===== src/rtl/rxps_pkg.sv =====
package rxps_pkg;
   // ---------------------------------------------------------------
   // register map, byte addresses on the apb slave
   // ---------------------------------------------------------------
   localparam logic [7:0] CTRL_OFS     = 8'h00; // control bits
   localparam logic [7:0] MAXLEN_OFS   = 8'h04; // max packet length
   localparam logic [7:0] LEVEL_OFS    = 8'h08; // live level flags
   localparam logic [7:0] IRQ_STAT_OFS = 8'h0c; // sticky events, read only
   localparam logic [7:0] IRQ_EN_OFS   = 8'h10; // event enables
   localparam logic [7:0] IRQ_CLR_OFS  = 8'h14; // write one to clear

   // control fields and reset values
   localparam int          CTRL_PRE_BIT = 0;       // custom preamble enable
   localparam int          CTRL_TPG_BIT = 1;       // test pattern generation
   localparam int          CTRL_LFI_BIT = 2;       // process local fault words
   localparam logic [2:0]  CTRL_RST     = 3'h4;    // fault words processed
   localparam logic [14:0] MAXLEN_RST   = 15'h2580; // plain default length

   // event bits of the interrupt registers
   localparam int         EV_W        = 6;
   localparam int         EV_MISALIGN = 0;
   localparam int         EV_BAD_FCS  = 1;
   localparam int         EV_STOMPED  = 2;
   localparam int         EV_TRUNC    = 3;
   localparam int         EV_BIP      = 4;
   localparam int         EV_ALIGN    = 5;
   localparam logic [5:0] IRQ_EN_RST  = 6'h00;

   // received fault detector timing, in words and receive cycles
   localparam logic [2:0] LF_SET_WORDS = 3'h4;
   localparam logic [7:0] LF_GAP_CYC   = 8'h80;

   // one receive word with its packet side band
   typedef struct packed {
      logic        sop;      // first word of a packet
      logic        valid;    // word carries bytes
      logic        eop;      // last word, fcs fields valid
      logic [4:0]  bytes;    // bytes in this word
      logic [31:0] fcsRx;    // fcs as received
      logic [31:0] fcsCalc;  // fcs as computed
      logic [55:0] preamble; // preamble bytes, valid with sop
   } rxps_pkt_s;

   typedef enum logic {LF_CLEAR, LF_FAULT} rxps_lf_e;
endpackage


===== src/rtl/rxps_status.sv =====
// Implementation choices: the register offsets and the APB interface to the registers.
`timescale 1ns/1ps
// Function
// - alignment loss flag held while error persists
// - misalign pulse at the next metaframe after marker error
// - no misalign before all lanes seen good
// - remote fault flag follows detected condition
// - per physical lane pcs id while synced
// - per pcs lane demux found flag
// - one pulse per bad, unstomped fcs
// - one pulse per stomped, inverted fcs
// - one pulse when length passes maximum
// - internal fault: test pattern, alignment, ber
// - received fault from fault word detector
// - per lane bip8 error pulse
// - high error rate flag held
// - preamble shown when custom preamble enabled
// - preamble valid on first packet cycle
// - local fault is internal or received
module rxps_status #(
   parameter int PCS_LANE_COUNT = 20,
   parameter int ID_W           = 5
) (
   input  wire logic                                   clk,
   input  wire logic                                   sys_rst,
   // apb slave
   input  wire logic                                   psel,
   input  wire logic                                   penable,
   input  wire logic                                   pwrite,
   input  wire logic [7:0]                             paddr,
   input  wire logic [31:0]                            pwdata,
   output logic      [31:0]                            prdata,
   output logic                                        pready,
   output logic                                        pslverr,
   output logic                                        irq,
   // receive pipeline sources
   input  wire logic                                   alignErr,
   input  wire logic [PCS_LANE_COUNT-1:0]              markerOk,
   input  wire logic [PCS_LANE_COUNT-1:0]              markerWordErr,
   input  wire logic                                   metaframeTick,
   input  wire logic                                   remoteFault,
   input  wire logic [PCS_LANE_COUNT-1:0]              laneSynced,
   input  wire logic [PCS_LANE_COUNT-1:0][ID_W-1:0]    laneIdIn,
   input  wire logic [PCS_LANE_COUNT-1:0]              laneFound,
   input  wire logic [PCS_LANE_COUNT-1:0]              bipErr,
   input  wire logic                                   hiBer,
   input  wire logic                                   lfWord,
   input  wire rxps_pkg::rxps_pkt_s                    pkt,
   // status towards user logic
   output logic                                        alignLostFlag,
   output logic                                        misalignPulse,
   output logic                                        remoteFaultFlag,
   output logic      [PCS_LANE_COUNT-1:0][ID_W-1:0]    physicalLanePcsId,
   output logic      [PCS_LANE_COUNT-1:0]              pcsLaneFoundFlags,
   output logic                                        badFcsPulse,
   output logic                                        stompedFcsPulse,
   output logic                                        truncatedPulse,
   output logic                                        intLocalFault,
   output logic                                        rcvLocalFault,
   output logic                                        localFault,
   output logic      [PCS_LANE_COUNT-1:0]              bipErrPulse,
   output logic                                        errorRateHighFlag,
   output logic      [55:0]                            preambleOut,
   output logic                                        preambleValid
);

   // ---------------------------------------------------------------
   // state declarations
   // ---------------------------------------------------------------
   logic [2:0]                          ctrl, next_ctrl;           // control bits
   logic [14:0]                         maxLen, next_maxLen;       // length limit
   logic [5:0]                          irqEn, next_irqEn;         // event enables
   logic [5:0]                          irqStat, next_irqStat;     // sticky events
   logic [31:0]                         next_prdata;
   logic                                next_pready, next_pslverr, next_irq;
   logic [PCS_LANE_COUNT-1:0]           laneSeen, next_laneSeen;   // good marker seen
   logic                                allSeen, next_allSeen;     // all lanes once
   logic                                badPend, next_badPend;     // waiting for tick
   logic                                next_mis;
   logic                                next_alignLost, next_remote, next_hiBer;
   logic [PCS_LANE_COUNT-1:0][ID_W-1:0] next_id;
   logic [PCS_LANE_COUNT-1:0]           next_found, next_bip;
   logic                                next_bad, next_stomp, next_trunc;
   logic [14:0]                         pktLen, next_pktLen;       // bytes so far
   logic                                truncDone, next_truncDone; // once per packet
   logic [55:0]                         next_preOut;
   logic                                next_preValid;
   rxps_pkg::rxps_lf_e                  lfState, next_lfState;
   logic [2:0]                          lfCnt, next_lfCnt;         // words toward fault
   logic [7:0]                          lfGap, next_lfGap;         // cycles without word
   logic                                next_intLf, next_rcvLf;
   logic                                access, wrEn;
   logic [5:0]                          events;

   // address decode, shared by error response and writes
   function automatic logic isReg(input logic [7:0] a);
      isReg = (a == rxps_pkg::CTRL_OFS) || (a == rxps_pkg::MAXLEN_OFS) ||
              (a == rxps_pkg::LEVEL_OFS) || (a == rxps_pkg::IRQ_STAT_OFS) ||
              (a == rxps_pkg::IRQ_EN_OFS) || (a == rxps_pkg::IRQ_CLR_OFS);
   endfunction

   // ---------------------------------------------------------------
   // level status and per lane flags
   // ---------------------------------------------------------------
   // levels are re-registered so every output leaves a flip-flop
   always_comb begin
      next_alignLost = alignErr;
      next_remote    = remoteFault;
      next_hiBer     = hiBer;
      next_found     = laneFound;
      next_bip       = bipErr;
      for (int i = 0; i < PCS_LANE_COUNT; i++) begin
         // unsynced lanes read zero rather than a stale number
         next_id[i] = laneSynced[i] ? laneIdIn[i] : '0;
      end
      next_intLf = ctrl[rxps_pkg::CTRL_TPG_BIT] | alignErr | hiBer;
   end

   always_ff @(posedge clk) begin
      if (sys_rst) begin
         alignLostFlag     <= 1'b0;
         remoteFaultFlag   <= 1'b0;
         errorRateHighFlag <= 1'b0;
         pcsLaneFoundFlags <= '0;
         bipErrPulse       <= '0;
         physicalLanePcsId <= '0;
         intLocalFault     <= 1'b0;
      end else begin
         alignLostFlag     <= next_alignLost;
         remoteFaultFlag   <= next_remote;
         errorRateHighFlag <= next_hiBer;
         pcsLaneFoundFlags <= next_found;
         bipErrPulse       <= next_bip;
         physicalLanePcsId <= next_id;
         intLocalFault     <= next_intLf;
      end
   end

   // ---------------------------------------------------------------
   // lane marker misalignment
   // ---------------------------------------------------------------
   // an error is held until the next metaframe boundary, then pulsed
   always_comb begin
      next_laneSeen = laneSeen | markerOk;
      next_allSeen  = allSeen | (&laneSeen);
      next_mis      = badPend & metaframeTick;
      // a new error on the tick waits for the following metaframe
      next_badPend  = (badPend & ~metaframeTick) | (allSeen & (|markerWordErr));
   end

   always_ff @(posedge clk) begin
      if (sys_rst) begin
         laneSeen      <= '0;
         allSeen       <= 1'b0;
         badPend       <= 1'b0;
         misalignPulse <= 1'b0;
      end else begin
         laneSeen      <= next_laneSeen;
         allSeen       <= next_allSeen;
         badPend       <= next_badPend;
         misalignPulse <= next_mis;
      end
   end

   // ---------------------------------------------------------------
   // packet checks: fcs, truncation, preamble
   // ---------------------------------------------------------------
   always_comb begin
      logic [15:0] sum;
      sum = 16'h0000;
      // stomped is the exact inverse; anything else wrong is bad
      next_stomp = pkt.eop && (pkt.fcsRx == ~pkt.fcsCalc);
      next_bad   = pkt.eop && (pkt.fcsRx != pkt.fcsCalc) && !next_stomp;
      next_pktLen    = pktLen;
      next_truncDone = truncDone;
      next_trunc     = 1'b0;
      if (pkt.valid) begin
         sum = (pkt.sop ? 16'h0000 : {1'b0, pktLen}) + {11'h000, pkt.bytes};
         // count saturates; only the first overrun of a packet pulses
         next_pktLen    = sum[15] ? 15'h7fff : sum[14:0];
         next_trunc     = (pkt.sop || !truncDone) && (sum > {1'b0, maxLen});
         next_truncDone = (pkt.sop ? 1'b0 : truncDone) | next_trunc;
      end
      next_preValid = pkt.sop && pkt.valid && ctrl[rxps_pkg::CTRL_PRE_BIT];
      next_preOut   = next_preValid ? pkt.preamble : preambleOut;
   end

   always_ff @(posedge clk) begin
      if (sys_rst) begin
         badFcsPulse     <= 1'b0;
         stompedFcsPulse <= 1'b0;
         truncatedPulse  <= 1'b0;
         pktLen          <= 15'h0000;
         truncDone       <= 1'b0;
         preambleOut     <= 56'h0;
         preambleValid   <= 1'b0;
      end else begin
         badFcsPulse     <= next_bad;
         stompedFcsPulse <= next_stomp;
         truncatedPulse  <= next_trunc;
         pktLen          <= next_pktLen;
         truncDone       <= next_truncDone;
         preambleOut     <= next_preOut;
         preambleValid   <= next_preValid;
      end
   end

   // ---------------------------------------------------------------
   // received local fault detector
   // ---------------------------------------------------------------
   // a run of fault words raises the fault; a long quiet gap drops it
   always_comb begin
      next_lfState = lfState;
      next_lfCnt   = lfCnt;
      next_lfGap   = lfGap;
      if (!ctrl[rxps_pkg::CTRL_LFI_BIT]) begin
         // fault words ignored entirely when processing is off
         next_lfState = rxps_pkg::LF_CLEAR;
         next_lfCnt   = 3'h0;
         next_lfGap   = 8'h00;
      end else if (lfWord) begin
         next_lfGap = 8'h00;
         next_lfCnt = (lfCnt == rxps_pkg::LF_SET_WORDS) ? lfCnt : 3'(lfCnt + 3'h1);
      end else if (lfGap == rxps_pkg::LF_GAP_CYC) begin
         next_lfCnt = 3'h0;
      end else begin
         next_lfGap = 8'(lfGap + 8'h01);
      end
      case (lfState)
         rxps_pkg::LF_CLEAR: begin
            if (next_lfCnt == rxps_pkg::LF_SET_WORDS) begin
               next_lfState = rxps_pkg::LF_FAULT;
            end
         end
         rxps_pkg::LF_FAULT: begin
            if (next_lfCnt == 3'h0) begin
               next_lfState = rxps_pkg::LF_CLEAR;
            end
         end
         default: next_lfState = rxps_pkg::LF_CLEAR;
      endcase
      next_rcvLf = (next_lfState == rxps_pkg::LF_FAULT);
   end

   always_ff @(posedge clk) begin
      if (sys_rst) begin
         lfState       <= rxps_pkg::LF_CLEAR;
         lfCnt         <= 3'h0;
         lfGap         <= 8'h00;
         rcvLocalFault <= 1'b0;
         localFault    <= 1'b0;
      end else begin
         lfState       <= next_lfState;
         lfCnt         <= next_lfCnt;
         lfGap         <= next_lfGap;
         rcvLocalFault <= next_rcvLf;
         localFault    <= next_intLf | next_rcvLf;
      end
   end

   // ---------------------------------------------------------------
   // apb slave and interrupt registers
   // ---------------------------------------------------------------
   // zero wait states: read data is prepared during the setup cycle
   always_comb begin
      access      = psel & penable & pready;
      wrEn        = access & pwrite & isReg(paddr);
      next_pready = psel & ~penable;
      next_pslverr = psel & ~penable & ~isReg(paddr);
      next_prdata = 32'h0;
      case (paddr)
         rxps_pkg::CTRL_OFS:     next_prdata = {29'h0, ctrl};
         rxps_pkg::MAXLEN_OFS:   next_prdata = {17'h0, maxLen};
         rxps_pkg::LEVEL_OFS:    next_prdata = {25'h0, localFault, rcvLocalFault, intLocalFault,
                                                errorRateHighFlag, remoteFaultFlag, allSeen, alignLostFlag};
         rxps_pkg::IRQ_STAT_OFS: next_prdata = {26'h0, irqStat};
         rxps_pkg::IRQ_EN_OFS:   next_prdata = {26'h0, irqEn};
         default:                next_prdata = 32'h0;
      endcase
      if (!(psel & ~penable)) begin
         next_prdata = prdata;
      end
      next_ctrl   = (wrEn && paddr == rxps_pkg::CTRL_OFS) ? pwdata[2:0] : ctrl;
      next_maxLen = (wrEn && paddr == rxps_pkg::MAXLEN_OFS) ? pwdata[14:0] : maxLen;
      next_irqEn  = (wrEn && paddr == rxps_pkg::IRQ_EN_OFS) ? pwdata[5:0] : irqEn;
      events = '0;
      events[rxps_pkg::EV_MISALIGN] = next_mis;
      events[rxps_pkg::EV_BAD_FCS]  = next_bad;
      events[rxps_pkg::EV_STOMPED]  = next_stomp;
      events[rxps_pkg::EV_TRUNC]    = next_trunc;
      events[rxps_pkg::EV_BIP]      = |next_bip;
      events[rxps_pkg::EV_ALIGN]    = next_alignLost;
      // a new event in the clearing cycle survives the clear
      next_irqStat = (irqStat & ~((wrEn && paddr == rxps_pkg::IRQ_CLR_OFS) ? pwdata[5:0] : 6'h00))
                     | events;
      next_irq = |(next_irqStat & next_irqEn);
   end

   always_ff @(posedge clk) begin
      if (sys_rst) begin
         ctrl    <= rxps_pkg::CTRL_RST;
         maxLen  <= rxps_pkg::MAXLEN_RST;
         irqEn   <= rxps_pkg::IRQ_EN_RST;
         irqStat <= 6'h00;
         irq     <= 1'b0;
         prdata  <= 32'h0;
         pready  <= 1'b0;
         pslverr <= 1'b0;
      end else begin
         ctrl    <= next_ctrl;
         maxLen  <= next_maxLen;
         irqEn   <= next_irqEn;
         irqStat <= next_irqStat;
         irq     <= next_irq;
         prdata  <= next_prdata;
         pready  <= next_pready;
         pslverr <= next_pslverr;
      end
   end
endmodule


===== config.mk =====
export PLATFORM = sky130hd
export DESIGN_NAME = rxps_status
export DESIGN_NICKNAME = d
export VERILOG_FILES = /design/src/rtl/rxps_pkg.sv /design/src/rtl/rxps_status.sv
export SDC_FILE = /design/constraint.sdc
export NUM_CORES = 1
export LEC_CHECK = 0
export CAP_MARGIN = 25
export CORE_AREA = 5 5 238 240
export CTS_CLUSTER_SIZE = 24
export DETAILED_ROUTE_END_ITERATION = 8
export DIE_AREA = 0 0 243 245
export DONT_BUFFER_PORTS = 1
export GPL_TIMING_DRIVEN = 0
export PLACE_DENSITY_LB_ADDON = 0.25
export SLEW_MARGIN = 0
export SYNTH_ARGS = -nofsm -noshare
export SYNTH_HDL_FRONTEND = slang
export SYNTH_SLANG_ARGS = --single-unit

===== constraint.sdc =====
create_clock -name clk -period 5.8 [get_ports clk]
set_clock_uncertainty 0.1 [all_clocks]
set_input_delay 1.16 -clock clk [delete_from_list [all_inputs] [get_ports clk]]
set_output_delay 1.16 -clock clk [all_outputs]
set_load 0.01 [all_outputs]

# Word-level counts from Yosys, hierarchy flattened
# Cells that the tools add are included.
totals:
  reg_bits: 321
  input_bits: 378
  elab_cells: 169
op_classes:
  n_addsub: 3
  magnitude_cmp: 1
  n_eq_ne: 10
  mux: 15
  bitwise_logic: 46
  n_reduce_logical: 45
op_table:
  columns: ["op", "count"]
  rows:
  - ["one-hot mux 15 bit (5 select lines)", 1]
  - ["OR reduction 2 bit", 20]
  - ["OR reduction 20 bit", 2]
  - ["== test 32 bit", 1]
  - ["!= test 32 bit", 1]
  - ["inverter 32 bit", 1]
  - ["2-to-1 mux 15 bit", 2]
  - ["inverter 1 bit", 25]
  - ["bitwise OR 20 bit", 1]
  - ["AND reduction 20 bit", 1]
  - ["adder 15 x 5 -> 16 bit", 1]
  - ["== test 8 x 4 -> 1 bit, second input constant", 2]
  - ["== test 8 x 5 -> 1 bit, second input constant", 2]
  - ["> comparator 16 x 15 -> 1 bit", 1]
  - ["bitwise AND 6 bit", 2]
  - ["2-to-1 mux 3 bit", 4]
  - ["2-to-1 mux 6 bit", 2]
  - ["logical AND 1 bit", 10]
  - ["bitwise AND 1 bit", 9]
  - ["adder 8 x 1 -> 8 bit, second input constant", 1]
  - ["== test 8 x 3 -> 1 bit, second input constant", 1]
  - ["== test 8 bit, second input constant", 1]
  - ["logical NOT 8 bit", 1]
  - ["== test 3 bit, second input constant", 2]
  - ["11 further kinds", 26]

# Depth between registers and ports, before layout
logic_depth:
  word_depth: 14
  depth_mapped: 19
  depth_no_buf: 17

# Worst setup path before layout
# OpenSTA, ideal clock, no wires.
synth_path:
  kind: "input to register"
  from: "input pkt[127] (netlist name)"
  to: "register irq"
  arrival_time_ps: 4650
  slack_ps: 967
  cell_stages: 18
  n_path_buf: 2
  cell_sequence: "clkbuf_1 clkbuf_1 nor2b_1 ha_1 fa_1 a21o_1 a21o_1 a21oi_1 nor3_1 xnor2_1 nor2_1 ha_1 nand3_1 a2111oi_0 nor4_1 o21ai_0 a32oi_1 o221ai_1"
synth_between:
  elab_chain_cells: 8
synth_lines:
  columns: ["item", "line", "rtl"]
  rows:
  - ["start, declared", "rxps_status.sv:48", "input wire rxps_pkg::rxps_pkt_s pkt,"]
  - ["2-to-1 mux 15 bit", "rxps_status.sv:178", "sum = (pkt.sop ? 16'h0000 : {1'b0, pktLen}) + {11'h000, pkt.bytes};"]
  - ["adder 15 x 5 -> 16 bit", "rxps_status.sv:178", null]
  - ["> comparator 16 x 15 -> 1 bit", "rxps_status.sv:181", "next_trunc = (pkt.sop || !truncDone) && (sum > {1'b0, maxLen});"]
  - ["logical AND 1 bit (*)", "rxps_status.sv:181", null]
  - ["2-to-1 mux 1 bit (*)", "rxps_status.sv:177", "if (pkt.valid) begin"]
  - ["bitwise OR 6 bit (*)", "rxps_status.sv:295", "| events;"]
  - ["bitwise AND 6 bit (*)", "rxps_status.sv:296", "next_irq = |(next_irqStat & next_irqEn);"]
  - ["OR reduction 6 bit (*)", "rxps_status.sv:296", null]
  - ["end signal, assigned", "rxps_status.sv:314", "irq <= next_irq;"]
  - ["end, declared", "rxps_status.sv:35", "output logic irq,"]
# Every way passes the cells marked *; elsewhere a longest branch is shown, timed or not.
# A chain may end at the register's enable or synchronous reset.

# Worst setup path after layout
# Same ends and word-level chain as after synthesis.

==> qor.yml <==
worst_slack_ps: 422
hold_depth: 2
start_kind: "input port"
io_buffer_count: 0
finalSetupViolations: 0
fill_cells: 5884
grt_use_met1_pct: 15.4
wl_per_cell_um: 21.5
power.total_mw: 4.99
cts_hold_buf: 0
dieArea_sq_um: 59500
async_reset_ff_share_pct: 0
crit_chain: "clkbuf_1, clkbuf_1, nor2b_1, ha_1, fa_1, a21o_1, a21o_1, a21oi_1, nor3b_1, xnor2_1, nor2_1, ha_1, nand3_1, a211o_1, a31oi_1, nor4_1, o21ai_0, a32oi_1, o221ai_1"
synth_edf_count: 0
timing.rr.start: "pktLen[0]"
synthAdderAreaFrac_pct: 2.82
yosys-mux-area-fraction_pct: 1.29
synth_xor_area_share_pct: 3.94
synthFlopType: "dfxtp_1"
die_x_um: 243
slowest_delay_ps: 450
hold_end: "laneSeen[15]"
slowest_stage: "o221ai_1"
power_frac_comb_pct: 5.1
grt-ovfl-total: 0
cts.clk_slew.worst_paths_ps: 50
hold_violations: 0
tightestPinTransition_ps: 910
nets: 1685
syn_to_final_growth_pct: 20.2
dp_hpwl_mm: 34.8
vias: 8866
ys_ff_latch: 304
core_area_sq_um: 54400
gp_congestion: 0.863
critPathCaptureType: "flop"
fin_crit_sh_pct: 92.7
synth-compound-area-share_pct: 9.11
r2r-end: "irq"
rows: 86
switching_share_pct: 24.2
wl_mm: 43.4
ys.warnings.count: 0
path_delay_family: "compound AO/OA/AOI/OAI gates"
crit_buf_inv: 2
hold_path.class: "reg -> reg"
die_y_um: 245
drtIter0Drc: 456
worstSetupPathType: "in -> reg"
grt_use_total_pct: 13.8
switching_power_mw: 1.20
slew_violations: 0
clk_latency_ps: 560
drive_above_1_share_pct: 8.31
syn-cell-area_sq_um: 11300
post-cts-setup-buffers: 0
yosysUniqueCellTypes: 64
cts_buffers: 38
clkPwrFrac_pct: 50.4
clk_path_buf_depth: 3
antenna_left: 0
reg2reg_slack_ps: 1490
intPower_mw: 3.78
synth_top_family_by_area: "simple AND/OR/NAND/NOR gates"
met2_usage_pct: 23.3
cts_sinks: 304
cp_data_arrival_time_ps: 5680
vdd_drop_max_uv: 183
seq_power_share_pct: 44.5
fmax_mhz: 186
netlist_instances: 1225
drc: 0
outcome: "finished clean"
antenna_found_initial: 3
met3_usage_pct: 6.44
cts-root-buf: "clkbuf_16"
r2r_cells: 17
place_ws_ps: -146
ios: 620
ys_seq_area_share_pct: 53.7
hold_path.startpoint: "laneSeen[15]"
grt_pass1_wl_mm: 61.6
hold_ws_ps: 363
final_core_utilization_pct: 25.0
via_per_inst: 4.39
dr.pass1.iters: 5
slew_headroom_pct: 39.4
syn_avg_cell_area_sq_um: 9.26
synth-simple-area-share_pct: 25.3
htree_levels: 2
cts_resized: 0
crit_path_start: "pkt[127]"
cts_tree: "built"
crit_fanout: 10
initial_core_util_pct: 20.8
busiest_layer: "met2"
rsz0062_at_grt: "false"
first_global_vias: 9134
crit_required_ps: 6100
drv_cap: 0
p_per_area_nw_per_um2: 366
fin_crit_ps: 5380
grt_max_degree: 14
power_leakage_nw: 5.08
==> cell usage after synthesis, types with 9 or more instances <==
| library cell | instances | area share, % |
|---|---|---|
| a21oi_1 | 88 | 3.9 |
| a22oi_1 | 18 | 1.2 |
| and2_1 | 100 | 5.5 |
| and3_1 | 11 | 0.61 |
| buf_4 | 17 | 1.1 |
| clkbuf_1 | 42 | 1.4 |
| dfxtp_1 | 304 | 54 |
| ha_1 | 24 | 2.6 |
| inv_1 | 26 | 0.86 |
| mux2i_1 | 9 | 0.79 |
| nand2_1 | 159 | 5.3 |
| nand3_1 | 23 | 1.0 |
| nand4_1 | 27 | 1.5 |
| nor2_1 | 117 | 3.9 |
| nor2b_1 | 75 | 4.1 |
| nor4_1 | 25 | 1.4 |
| o21ai_0 | 15 | 0.66 |
| xnor2_1 | 9 | 0.69 |
| xor2_1 | 42 | 3.2 |
==> cell type report <==
cell class              count  area (sq um)  area share, %
flip-flops and latches    304          6090           44.6
multi-input cells         839          4880           35.8
clock buffers              49          1060           7.80
well taps                 704           881           6.46
plain buffers              72           342           2.50
clock inverters            20           268           1.96
inverters                  26          97.6          0.716
repair buffers              1          15.0          0.110
diodes                      3          7.51         0.0550
==> cell usage in the layout, fill, tap and decap left out, types with 27 or more instances in the layout <==
| cell | Yosys | routed |
|---|---|---|
| dfxtp_1 | 304 | 304 |
| nand4_1 | 27 | 27 |
| clkbuf_1 | 42 | 47 |
| and2_1 | 100 | 100 |
| nand2_1 | 159 | 159 |
| a21oi_1 | 88 | 88 |
| clkbuf_16 | 0 | 39 |
| nor2_1 | 117 | 117 |
| xor2_1 | 42 | 42 |
| nor2b_1 | 75 | 75 |
==> state kept, by name, summed over array words and instances, names as in the netlist, 3 cells and up <==
name and flops:
bipErrPulse 20, ctrl 3, irqEn 6, irqStat 6
laneSeen 20, lfCnt 3, lfGap 8, maxLen 15
pcsLaneFoundFlags 20, physicalLanePcsId 100, pktLen 15, prdata 15
preambleOut 56
==> power groups by stage <==
| stage | Combinational (mW) | Clock [mW] | Sequential, mW |
|---|---|---|---|
| after floorplan | 0.179 | 0 | 2.25 |
| after global placement | 0.250 | 0 | 2.27 |
| after detailed placement | 0.256 | 0 | 2.27 |
| after CTS | 0.257 | 2.61 | 2.22 |
| after global routing | 0.285 | 2.69 | 2.23 |
| final | 0.253 | 2.51 | 2.22 |
==> per-stage QoR <==
step	instance area, sq um	setup TNS [ps]	instances
floorplan	11400	0	1241
global placement	12300	-198	1945
detailed placement	12300	-146	1946
CTS	13600	0	2015
global route	13600	0	2017
finish	13600	0	2018
==> cell families (layout without fill, tap and decap cells) <==
family                   after synthesis  in the layout
XOR/XNOR                              51             51
AND/OR/NAND/NOR                      566            566
other                                  1             20
flip-flops                           304            304
multiplexers                          14             14
AO/OA/AOI/OAI                        166            166
adder cells (fa/ha/maj)               25             25
buffers and inverters                 98            168
==> layer usage <==
metal	wire length, um	vias to the layer above
met3	5050	76
met2	20800	469
met5	0	-
li1	-	4188
met1	16300	4133
met4	1260	0
==> worst max path at each step <==
stage                     endpoint  depth (start not counted)  slack [ps]
after detailed placement       irq                         19        -150
final                          irq                         19         420
after global placement         irq                         18        -200
after floorplan                irq                         18         970
after CTS                      irq                         19         460
after global routing           irq                         18          90
==> worst reg2reg max path, cell delays in order (launching register included) <==
cell	delay, ps
dfxtp_1	310
nor2b_1	120
ha_1	240
fa_1	410
a21o_1	190
a21o_1	190
a21oi_1	370
nor3b_1	120
xnor2_1	150
nor2_1	90
ha_1	350
nand3_1	130
a211o_1	250
a31oi_1	180
nor4_1	60
o21ai_0	250
a32oi_1	190
o221ai_1	450
Note: power is estimated with default switching activity, not from simulation.
